==> config.mk <==
export PLATFORM = sky130hd
export DESIGN_NAME = dio_channel_config_regs
export DESIGN_NICKNAME = d
export VERILOG_FILES = /design/src/common/dio_cfg_pkg.sv /design/src/hdl/ovl_filter.sv /design/src/hdl/dio_channel_config_regs.sv
export SDC_FILE = /design/constraint.sdc
export NUM_CORES = 1
export LEC_CHECK = 0
export ABC_AREA = 1
export BUFFER_PORTS_ARGS = -buffer_cell sky130_fd_sc_hd__buf_4
export CAP_MARGIN = 20
export CORE_MARGIN = 1
export CORE_UTILIZATION = 40
export DETAILED_ROUTE_END_ITERATION = 10
export GPL_ROUTABILITY_DRIVEN = 1
export GPL_TIMING_DRIVEN = 0
export MAX_ROUTING_LAYER = met4
export PLACE_DENSITY = 0.63
export SYNTH_ARGS = -nofsm -noshare
export SYNTH_HDL_FRONTEND = slang
export SYNTH_SLANG_ARGS = --single-unit
export TNS_END_PERCENT = 50
==> constraint.sdc <==
create_clock -name mclk_in -period 6.28 [get_ports mclk_in]
set_clock_uncertainty 0.05 [all_clocks]
set_input_delay 0.628 -clock mclk_in [delete_from_list [all_inputs] [get_ports mclk_in]]
set_output_delay 0.628 -clock mclk_in [all_outputs]
set_load 0.1 [all_outputs]
==> src/common/dio_cfg_pkg.sv <==
// Constants, field layout and types of the channel configuration registers.
`default_nettype none

package dio_cfg_pkg;

  // ==========================================================================
  // Register map and reset values.
  localparam logic [7:0] DIAG_CFG_ADDR  = 8'h0C;
  localparam logic [7:0] OUT_CFG_ADDR   = 8'h0D;
  localparam logic [7:0] DIAG_CFG_RESET = 8'h08;
  localparam logic [7:0] OUT_CFG_RESET  = 8'h00;
  localparam logic [7:0] UNMAPPED_READ  = 8'h00;

  // ==========================================================================
  // Field positions.
  localparam int SUPPLY_MASK_BIT = 5;
  localparam int LEVEL_VIEW_BIT  = 4;
  localparam int ABOVE_PROT_BIT  = 3;
  localparam int STRETCH_EN_BIT  = 2;
  localparam int BLANK_SEL_LSB   = 0;
  localparam int MODE_W          = 2;
  localparam int CL_W            = 2;
  localparam int NUM_CH          = 4;

  // ==========================================================================
  // Timing, in milliseconds as printed, then in clock cycles.
  localparam int unsigned CLK_KHZ        = 200000;
  localparam int unsigned T_STRETCH_MS   = 100;
  localparam int unsigned T_BLANK_01_MS  = 8;
  localparam int unsigned T_BLANK_10_MS  = 50;
  localparam int unsigned T_BLANK_11_MS  = 300;
  localparam int unsigned T_INRUSH_00_MS = 20;
  localparam int unsigned T_INRUSH_01_MS = 50;
  localparam int unsigned T_INRUSH_10_MS = 40;
  localparam int unsigned T_INRUSH_11_MS = 10;
  localparam int unsigned STRETCH_CYC    = T_STRETCH_MS * CLK_KHZ;
  localparam int unsigned BLANK_01_CYC   = T_BLANK_01_MS * CLK_KHZ;
  localparam int unsigned BLANK_10_CYC   = T_BLANK_10_MS * CLK_KHZ;
  localparam int unsigned BLANK_11_CYC   = T_BLANK_11_MS * CLK_KHZ;
  localparam int unsigned INRUSH_00_CYC  = T_INRUSH_00_MS * CLK_KHZ;
  localparam int unsigned INRUSH_01_CYC  = T_INRUSH_01_MS * CLK_KHZ;
  localparam int unsigned INRUSH_10_CYC  = T_INRUSH_10_MS * CLK_KHZ;
  localparam int unsigned INRUSH_11_CYC  = T_INRUSH_11_MS * CLK_KHZ;
  localparam int          CNT_W          = 27;

  // ==========================================================================
  // Types.
  typedef enum logic [1:0] {
    MODE_HS        = 2'h0,
    MODE_HS_INRUSH = 2'h1,
    MODE_CLAMP_PP  = 2'h2,
    MODE_SIMPLE_PP = 2'h3
  } out_mode_t;

  typedef enum logic [1:0] {
    OVL_CLEAR    = 2'h0,
    OVL_BLANKING = 2'h1,
    OVL_SET      = 2'h2,
    OVL_HOLD     = 2'h3
  } ovl_state_t;

  typedef struct packed {
    logic                lockout;
    logic                warn;
    logic                low;
    logic [NUM_CH-1:0]   chan_ok_fault;
  } supply_faults_t;

  typedef struct packed {
    logic [NUM_CH-1:0] high_side;
    logic [NUM_CH-1:0] inrush;
    logic [NUM_CH-1:0] clamp_pp;
    logic [NUM_CH-1:0] simple_pp;
  } chan_modes_t;

endpackage

`default_nettype wire

==> src/hdl/ovl_filter.sv <==
// Blanking and minimum-hold filter for one channel's thermal overload flag.
`default_nettype none

module ovl_filter
  import dio_cfg_pkg::*;
(
  input  wire logic             mclk_in,        // System clock.
  input  wire logic             rst_in,         // Synchronous reset.
  input  wire logic             raw_in,         // Unfiltered overload.
  input  wire logic [CNT_W-1:0] blank_len_in,   // Blanking, 0 = none.
  input  wire logic             stretch_en_in,  // Minimum hold enable.
  input  wire logic [CNT_W-1:0] stretch_len_in, // Minimum hold length.
  output logic                  flag_out        // Filtered flag.
);

  ovl_state_t       state_q;
  ovl_state_t       state_d;
  logic [CNT_W-1:0] cnt_q;
  logic [CNT_W-1:0] cnt_d;
  logic             held_long;

  // The hold count starts at assertion, so a flag set longer than the hold
  // time drops as soon as the overload goes away.
  assign held_long = !stretch_en_in || (cnt_q >= stretch_len_in);
  assign flag_out  = (state_q == OVL_SET) || (state_q == OVL_HOLD);

  always_comb begin
    state_d = state_q;
    // The count saturates so that a very long overload cannot wrap it back
    // under the hold length and stretch the flag a second time.
    cnt_d   = (cnt_q == '1) ? cnt_q : cnt_q + CNT_W'(1);
    case (state_q)
      OVL_CLEAR: begin
        cnt_d = '0;
        if (raw_in) begin
          state_d = (blank_len_in == '0) ? OVL_SET : OVL_BLANKING;
        end
      end
      OVL_BLANKING: begin
        if (!raw_in) begin
          state_d = OVL_CLEAR;
        end else if (cnt_q + CNT_W'(1) >= blank_len_in) begin
          state_d = OVL_SET;
          cnt_d   = '0;
        end
      end
      OVL_SET: begin
        if (!raw_in) begin
          state_d = held_long ? OVL_CLEAR : OVL_HOLD;
        end
      end
      OVL_HOLD: begin
        if (raw_in) begin
          state_d = OVL_SET;
        end else if (held_long) begin
          state_d = OVL_CLEAR;
        end
      end
      default: state_d = OVL_CLEAR;
    endcase
  end

  always_ff @(posedge mclk_in) begin
    if (rst_in) begin
      state_q <= OVL_CLEAR;
      cnt_q   <= '0;
    end else begin
      state_q <= state_d;
      cnt_q   <= cnt_d;
    end
  end

  // ==========================================================================
  // Assertions.
  AST_BLANK_NONE: assert property (@(posedge mclk_in) disable iff (rst_in)
    (!rst_in && state_q == OVL_CLEAR && raw_in && blank_len_in == '0)
    |=> flag_out)
    else $error("Overload with no blanking did not set the flag.");
  AST_BLANK_WAIT: assert property (@(posedge mclk_in) disable iff (rst_in)
    (state_q == OVL_CLEAR && raw_in && blank_len_in > CNT_W'(2))
    |=> !flag_out ##1 !flag_out)
    else $error("Overload flag set inside the blanking time.");
  AST_STRETCH_HOLD: assert property (@(posedge mclk_in) disable iff (rst_in)
    (flag_out && !raw_in && stretch_en_in && cnt_q < stretch_len_in)
    |=> flag_out)
    else $error("Stretched overload flag dropped before its hold time.");
  AST_NO_STRETCH: assert property (@(posedge mclk_in) disable iff (rst_in)
    (state_q == OVL_SET && !raw_in && !stretch_en_in) |=> !flag_out)
    else $error("Overload flag held although stretch is off.");
  COV_HOLD: cover property (@(posedge mclk_in) disable iff (rst_in)
    state_q == OVL_HOLD ##1 state_q == OVL_CLEAR);

endmodule

`default_nettype wire

==> src/hdl/dio_channel_config_regs.sv <==
// Channel configuration registers and the channel logic that they steer.
// ============================================================================
// Overview of operation
// - Supply-fault mask removes supply faults from error flag.
// - Level view: pin level or channel supply fault.
// - Pin-level view keeps channel supply faults out.
// - Above-supply fault turns gate drive off, if enabled.
// - Stretch keeps overload flag set at least 100ms.
// - Blanking code: off, 8ms, 50ms, 300ms.
// - Blanking applies to all channels, on or off.
// - Four two-bit output mode fields, channel 1 lowest.
// - Modes: high-side, doubled inrush, clamp, simple push-pull.
// - Inrush time follows channel current-limit code.
`default_nettype none

module dio_channel_config_regs
  import dio_cfg_pkg::*;
#(
  parameter int unsigned STRETCH_CYCLES   = STRETCH_CYC,
  parameter int unsigned BLANK_01_CYCLES  = BLANK_01_CYC,
  parameter int unsigned BLANK_10_CYCLES  = BLANK_10_CYC,
  parameter int unsigned BLANK_11_CYCLES  = BLANK_11_CYC,
  parameter int unsigned INRUSH_00_CYCLES = INRUSH_00_CYC,
  parameter int unsigned INRUSH_01_CYCLES = INRUSH_01_CYC,
  parameter int unsigned INRUSH_10_CYCLES = INRUSH_10_CYC,
  parameter int unsigned INRUSH_11_CYCLES = INRUSH_11_CYC
) (
  input  wire logic              mclk_in,             // 200 MHz clock.
  input  wire logic              rst_in,              // Sync reset, high.
  input  wire logic              reg_wr_in,           // Register write.
  input  wire logic              reg_rd_in,           // Register read.
  input  wire logic [7:0]        reg_addr_in,         // Register address.
  input  wire logic [7:0]        reg_wdata_in,        // Write data.
  output logic      [7:0]        reg_rdata_out,       // Read data.
  input  wire supply_faults_t    supply_faults_in,    // Supply monitors.
  input  wire logic [NUM_CH-1:0] channel_pin_in,      // Pin logic levels.
  input  wire logic [NUM_CH-1:0] above_supply_in,     // Above-supply seen.
  input  wire logic [NUM_CH-1:0] overload_raw_in,     // Raw overloads.
  input  wire logic [NUM_CH-1:0] channel_on_in,       // Output switched on.
  input  wire logic [7:0]        current_limit_in,    // Limit codes.
  output logic                   supply_error_flag_out, // Supply error.
  output logic      [NUM_CH-1:0] channel_level_out,   // Level register.
  output logic      [NUM_CH-1:0] gate_off_out,        // pMOS gate off.
  output logic      [NUM_CH-1:0] thermal_overload_flag_out, // Overloads.
  output chan_modes_t            modes_out,           // Decoded modes.
  output logic      [NUM_CH-1:0] inrush_active_out    // Doubled current.
);

  // ==========================================================================
  // Parameter checks.
  if (STRETCH_CYCLES < 1 || BLANK_01_CYCLES < 1 || BLANK_10_CYCLES < 1 ||
      BLANK_11_CYCLES < 1 || INRUSH_00_CYCLES < 1 ||
      INRUSH_01_CYCLES < 1 || INRUSH_10_CYCLES < 1 ||
      INRUSH_11_CYCLES < 1) begin : g_bad_short
    $error("Timing counts must be at least one cycle.");
  end
  if (STRETCH_CYCLES >= (1 << CNT_W) || BLANK_01_CYCLES >= (1 << CNT_W) ||
      BLANK_10_CYCLES >= (1 << CNT_W) || BLANK_11_CYCLES >= (1 << CNT_W) ||
      INRUSH_00_CYCLES >= (1 << CNT_W) ||
      INRUSH_01_CYCLES >= (1 << CNT_W) ||
      INRUSH_10_CYCLES >= (1 << CNT_W) ||
      INRUSH_11_CYCLES >= (1 << CNT_W)) begin : g_bad_long
    $error("Timing counts exceed the counter width.");
  end

  // ==========================================================================
  // Register port.
  logic [7:0] diag_cfg_q;
  logic [7:0] out_cfg_q;
  logic [7:0] rdata_q;
  wire        wr_diag = reg_wr_in && (reg_addr_in == DIAG_CFG_ADDR);
  wire        wr_out  = reg_wr_in && (reg_addr_in == OUT_CFG_ADDR);
  wire        rd_diag = reg_addr_in == DIAG_CFG_ADDR;
  wire        rd_out  = reg_addr_in == OUT_CFG_ADDR;
  wire [7:0]  rd_mux  = rd_diag ? diag_cfg_q :
                        rd_out  ? out_cfg_q  : UNMAPPED_READ;

  // Full bytes are kept so that every field reads back as written.
  always_ff @(posedge mclk_in) begin
    if (rst_in) begin
      diag_cfg_q <= DIAG_CFG_RESET;
      out_cfg_q  <= OUT_CFG_RESET;
      rdata_q    <= UNMAPPED_READ;
    end else begin
      if (wr_diag) begin
        diag_cfg_q <= reg_wdata_in;
      end
      if (wr_out) begin
        out_cfg_q <= reg_wdata_in;
      end
      if (reg_rd_in) begin
        rdata_q <= rd_mux;
      end
    end
  end
  assign reg_rdata_out = rdata_q;

  // ==========================================================================
  // Supply error and level view.
  wire       supply_mask = diag_cfg_q[SUPPLY_MASK_BIT];
  wire       level_view  = diag_cfg_q[LEVEL_VIEW_BIT];
  wire       above_prot  = diag_cfg_q[ABOVE_PROT_BIT];
  wire       stretch_en  = diag_cfg_q[STRETCH_EN_BIT];
  wire [1:0] blank_sel   = diag_cfg_q[BLANK_SEL_LSB +: 2];
  // Channel supply faults only reach the error flag in the fault view.
  wire       chan_supply = level_view &&
                           |supply_faults_in.chan_ok_fault;
  wire       supply_any  = supply_faults_in.lockout ||
                           supply_faults_in.warn || supply_faults_in.low ||
                           chan_supply;
  wire       supply_d    = !supply_mask && supply_any;
  wire [NUM_CH-1:0] level_d = level_view ? supply_faults_in.chan_ok_fault
                                         : channel_pin_in;
  wire [NUM_CH-1:0] gate_off_d = above_prot ? above_supply_in
                                            : '0;

  always_ff @(posedge mclk_in) begin
    if (rst_in) begin
      supply_error_flag_out <= 1'b0;
      channel_level_out     <= '0;
      gate_off_out          <= '0;
    end else begin
      supply_error_flag_out <= supply_d;
      channel_level_out     <= level_d;
      gate_off_out          <= gate_off_d;
    end
  end

  // ==========================================================================
  // Overload blanking, shared by all channels whatever their state.
  wire [CNT_W-1:0] blank_len =
    (blank_sel == 2'h1) ? CNT_W'(BLANK_01_CYCLES) :
    (blank_sel == 2'h2) ? CNT_W'(BLANK_10_CYCLES) :
    (blank_sel == 2'h3) ? CNT_W'(BLANK_11_CYCLES) : '0;

  // ==========================================================================
  // Per-channel mode decode, overload filter and inrush timer.
  logic [CNT_W-1:0] inrush_cnt_q [NUM_CH];
  logic [NUM_CH-1:0] on_prev_q;
  logic [NUM_CH-1:0] inrush_start;
  logic [NUM_CH-1:0] is_hs;
  logic [NUM_CH-1:0] is_inrush;
  logic [NUM_CH-1:0] is_clamp;
  logic [NUM_CH-1:0] is_simple;

  for (genvar ch = 0; ch < NUM_CH; ch++) begin : g_ch
    out_mode_t        mode;
    logic [CL_W-1:0]  cl_code;
    logic [CNT_W-1:0] inrush_len;

    assign mode    = out_mode_t'(out_cfg_q[ch*MODE_W +: MODE_W]);
    assign cl_code = current_limit_in[ch*CL_W +: CL_W];
    assign inrush_len =
      (cl_code == 2'h0) ? CNT_W'(INRUSH_00_CYCLES) :
      (cl_code == 2'h1) ? CNT_W'(INRUSH_01_CYCLES) :
      (cl_code == 2'h2) ? CNT_W'(INRUSH_10_CYCLES) :
                          CNT_W'(INRUSH_11_CYCLES);
    assign inrush_start[ch] = channel_on_in[ch] && !on_prev_q[ch] &&
                              (mode == MODE_HS_INRUSH);

    assign is_hs[ch]     = (mode == MODE_HS);
    assign is_inrush[ch] = (mode == MODE_HS_INRUSH);
    assign is_clamp[ch]  = (mode == MODE_CLAMP_PP);
    assign is_simple[ch] = (mode == MODE_SIMPLE_PP);

    // Leaving the inrush mode or switching off ends the doubled current.
    always_ff @(posedge mclk_in) begin
      if (rst_in) begin
        inrush_cnt_q[ch] <= '0;
      end else if (inrush_start[ch]) begin
        inrush_cnt_q[ch] <= inrush_len;
      end else if (!channel_on_in[ch] || mode != MODE_HS_INRUSH) begin
        inrush_cnt_q[ch] <= '0;
      end else if (inrush_cnt_q[ch] != '0) begin
        inrush_cnt_q[ch] <= inrush_cnt_q[ch] - CNT_W'(1);
      end
    end
    assign inrush_active_out[ch] = inrush_cnt_q[ch] != '0;

    ovl_filter u_ovl (
      .mclk_in        (mclk_in),
      .rst_in         (rst_in),
      .raw_in         (overload_raw_in[ch]),
      .blank_len_in   (blank_len),
      .stretch_en_in  (stretch_en),
      .stretch_len_in (CNT_W'(STRETCH_CYCLES)),
      .flag_out       (thermal_overload_flag_out[ch])
    );
  end

  always_ff @(posedge mclk_in) begin
    if (rst_in) begin
      on_prev_q           <= '0;
      modes_out.high_side <= '1;
      modes_out.inrush    <= '0;
      modes_out.clamp_pp  <= '0;
      modes_out.simple_pp <= '0;
    end else begin
      on_prev_q           <= channel_on_in;
      modes_out.high_side <= is_hs;
      modes_out.inrush    <= is_inrush;
      modes_out.clamp_pp  <= is_clamp;
      modes_out.simple_pp <= is_simple;
    end
  end

  // ==========================================================================
  // Assertions.
  AST_SUPPLY_MASK: assert property (@(posedge mclk_in) disable iff (rst_in)
    supply_mask |=> !supply_error_flag_out)
    else $error("Masked supply fault reached the error flag.");
  AST_SUPPLY_SET: assert property (@(posedge mclk_in) disable iff (rst_in)
    (!rst_in && !supply_mask && supply_faults_in.lockout)
    |=> supply_error_flag_out)
    else $error("Unmasked lockout did not set the error flag.");
  AST_CHAN_EXCLUDED: assert property (@(posedge mclk_in) disable iff (rst_in)
    (!level_view && !supply_faults_in.lockout && !supply_faults_in.warn &&
     !supply_faults_in.low) |=> !supply_error_flag_out)
    else $error("Channel supply fault set the flag in pin view.");
  AST_LEVEL_VIEW: assert property (@(posedge mclk_in) disable iff (rst_in)
    !rst_in |=> channel_level_out == ($past(level_view) ?
      $past(supply_faults_in.chan_ok_fault)
      : $past(channel_pin_in)))
    else $error("Level register shows the wrong source.");
  AST_GATE_OFF: assert property (@(posedge mclk_in) disable iff (rst_in)
    (!rst_in && above_prot && above_supply_in[0])
    |=> gate_off_out[0])
    else $error("Above-supply fault left the gate drive on.");
  AST_GATE_IDLE: assert property (@(posedge mclk_in) disable iff (rst_in)
    !above_prot |=> gate_off_out == '0)
    else $error("Gate drive turned off with protection disabled.");
  AST_WRITE_BACK: assert property (@(posedge mclk_in) disable iff (rst_in)
    (wr_diag ##1 !wr_diag ##1 (reg_rd_in && rd_diag))
    |=> reg_rdata_out == $past(reg_wdata_in, 3))
    else $error("Diagnostic register did not read back as written.");
  AST_READ_BACK: assert property (@(posedge mclk_in) disable iff (rst_in)
    (wr_out ##1 !wr_out ##1 (reg_rd_in && rd_out))
    |=> reg_rdata_out == $past(reg_wdata_in, 3))
    else $error("Output mode register did not read back as written.");
  AST_RESET_MODE: assert property (@(posedge mclk_in) disable iff (rst_in)
    $fell(rst_in) |-> out_cfg_q == OUT_CFG_RESET)
    else $error("Output modes not high-side after reset.");
  AST_MODE_CH4: assert property (@(posedge mclk_in) disable iff (rst_in)
    wr_out ##1 !wr_out |=> modes_out.simple_pp[3] ==
      ($past(reg_wdata_in[7:6], 2) == 2'h3))
    else $error("Channel 4 mode not decoded from bits 7:6.");
  AST_INRUSH_LEN: assert property (@(posedge mclk_in) disable iff (rst_in)
    inrush_start[0] |=> inrush_cnt_q[0] == $past(g_ch[0].inrush_len))
    else $error("Inrush timer loaded with the wrong length.");
  COV_INRUSH: cover property (@(posedge mclk_in) disable iff (rst_in)
    inrush_start[1] ##1 inrush_active_out[1]);
  COV_SUPPLY: cover property (@(posedge mclk_in) disable iff (rst_in)
    level_view && !supply_mask ##1 supply_error_flag_out);
  COV_OVL: cover property (@(posedge mclk_in) disable iff (rst_in)
    $rose(thermal_overload_flag_out[2]));

endmodule

`default_nettype wire

==> out/metrics.cfg <==
[sta]
rsz0062_at_grt=no
hold_viol_final=0
clock.fmax_ghz=0.2552
tightest_slew_ps=1089
finalSetupTns_ps=0
slew_violations=0
relSlewSlack_pct=27.30
layout_min_cycle_time_ps=3919
finalSetupViolations=0
period_share_pct=62.40

[synthesis]
avgSynthCellArea_um2=7.438
syn_nets=2456
muxShareOfSynthArea_pct=0
yosys.area_share.simple_pct=30.33
synthCells=2308
synth_top_family_by_area=simple AND/OR/NAND/NOR gates
ys_seq_area_share_pct=38.60
synth-compound-area-share_pct=9.365
synth.distinct_cells=56
synthAdderAreaFrac_pct=7.069
synth_seq_cells=277
synth_area_mm2=0.01717
ys_warn_count=0
synth_xor_area_share_pct=6.836

[clock_tree]
hold_buffers=0
cts_setup_buffers=0
cts_resized=0
insertion_delay_ps=570
cts_buffer_depth=3
cts_num_sinks=277
cts_tree=done
path_clk_slew_ps=60
numCtsBuffers=35
cts_root_buffer=clkbuf_16
ctsHtreeMaxLevel=2

[global_route]
use_met2_pct=32.55
grt_pass1_vias=14339
grt_max_degree=28
grt.met3_usage_pct=3.081
gr-max-usage-layer=met2
grt_pass1_wl_um=70260
grtUsageMet1_pct=25.24
antenna_found_initial=0
track_usage_pct=20.11
gr-total-overflow=0

[worst_setup_path]
crit_fanout=10
cp_data_arrival_time_ps=4300
cp-end-kind=flip-flop
start_kind=flip-flop
path_class=flip-flop to flip-flop
required_ps=6670

[job]
cap_violations=0

[finish]
multi_input_area_mm2=0.009206
regArea_mm2=0.006626
final_util_pct=46.97
most-common-layout-cells=471 x nand2_1, 406 x nor2_1, 290 x inv_1
area_delta_synth_final_pct=15.27
nets=2588
nFillCells=4174
num_antenna_cells=0
final_common_cell=nand2_1
drive_above_1_share_pct=10.30
stdcell_count=3006

[routing]
vias=15100
routed_via_density=5.023
first_iter_violations=946
totalWireLength_um=42320
ant_nets=0
drc=0
avgRoutedWirePerCell_um=14.08
firstDrtPassIters=6

[run_status]
status=finished clean

[power_and_ir_drop]
peakVddDrop_uv=142.1
power.leakage_nw=9.371
power.density_mw_per_mm2=228.6

[floorplan]
die_y_um=209.2
dieArea_mm2=0.04375
ios=92
die_w_um=209.2
std_cell_rows=75
core_mm2=0.04213
start_util_pct=40.75

[place]
port_buffers=90
hpwl_um=32180
place_inst=2940
finalWeightedCongestion=0.9162

[worst_hold_path]
hp-class=primary input to flip-flop

==> worst paths after layout <==
check                           slack [ps]                    from                 endpoint  cells after the start
worst max-delay path                  2360  g_ch[2].u_ovl.cnt_q[1]  g_ch[2].u_ovl.cnt_q[23]                     23
worst min-delay path                   240      above_supply_in[1]          gate_off_out[1]                      3
worst max register to register        2360  g_ch[2].u_ovl.cnt_q[1]  g_ch[2].u_ovl.cnt_q[23]                     23
worst min register to register         390           diag_cfg_q[5]    supply_error_flag_out                      1
==> cells by family after synthesis <==
logic type / after synthesis
AOI/OAI and AO/OA: 283
xor gates and xnor gates: 134
adders and majority gates: 97
buffers and inverters: 334
and+or+nand+nor: 1183
DFF: 277
==> synth_stat cells (all sizes together) <==
master	number	area, um^2
o211ai	14	105.1
nor3b	4	30.03
nor3	47	270.3
and3	6	37.54
or3	1	6.260
xnor2	37	324.1
o221ai	6	52.55
ha	97	1214
o21ai	75	375.4
a31oi	7	43.79
xor2	97	849.6
clkinv	3	11.26
a22o	1	8.760
nand2	481	1836
nor4	20	137.6
and2	1	6.260
a41oi	2	17.52
dfxtp	169	3383
o22ai	6	37.54
a221o	1	10.01
edfxtp	108	3243
o31ai	3	22.52
nand4	46	287.8
a22oi	5	37.54
a31o	2	17.52
or2	18	112.6
o21a	7	52.55
clkbuf	18	72.57
nand3b	11	82.58
o21bai	5	37.54
a21oi	144	750.7
nor2	427	1700
nand3	119	685.7
inv	291	1092
or4	2	15.01
a21o	3	22.52
o32ai	1	8.760
buf	22	162.7
a21boi	1	7.510
==> metrics by stage <==
step	setup WS [ps]	area (um^2)	total power, W	hold slack, ps
after floorplan	2765	17170	0.002381	351.3
after global placement	1168	18520	0.002514	387.3
after detailed placement	2385	18570	0.002526	387.4
after CTS	2349	19730	0.004581	214.2
after global routing	1945	19790	0.004701	243.0
final	2361	19790	0.004524	240.8
==> critical path, cell delays in order, from the launching register on <==
cell	delay (ps)
dfxtp_1	380
ha_1	240
nand2_1	150
nor2_4	200
nand2_1	160
nor3_1	260
nand4_1	210
xor2_1	230
inv_1	60
ha_1	300
nand2_1	100
nor2_1	160
nand2_1	70
nor2_1	170
nand3_1	100
nor2_1	100
nand2_1	90
nor2_1	120
a21oi_2	80
nand3_1	80
nand3_2	90
nand3_4	140
buf_4	210
nor2_1	50
==> area by class of cell <==
| type | instances | share of cell area, % |
|---|---|---|
| Timing Repair Buffer | 95 | 3.920 |
| Sequential cell | 277 | 33.49 |
| Clock buffer | 44 | 4.925 |
| Inverter | 294 | 5.577 |
| Buffer | 40 | 1.189 |
| Clock inverter | 20 | 0.9737 |
| Tap cell | 539 | 3.408 |
| Multi-Input combinational cell | 1697 | 46.52 |
==> state kept, by name, indices dropped and copies added, names as in the netlist <==
signal and count:
g_ch.u_ovl.cnt_q 108, supply_error_flag_out 1, out_cfg_q 8, on_prev_q 4, gate_off_out 4, diag_cfg_q 8
modes_out 16, reg_rdata_out 8, inrush_cnt_q 108, g_ch.u_ovl.state_q 8, channel_level_out 4
==> layer usage <==
metal	share of wire [%]	wire length (um)
met3	4.7	1999
met2	47	19760
met1	45	19250
met5	0	0
met4	3.1	1309
==> power by group <==
group	switching (W)	internal [W]
sequential	0.0000358	0.00189
clock	0.000840	0.00119
combinational	0.000385	0.000177
total	0.00126	0.00326
(Power assumes the default switching activity.)
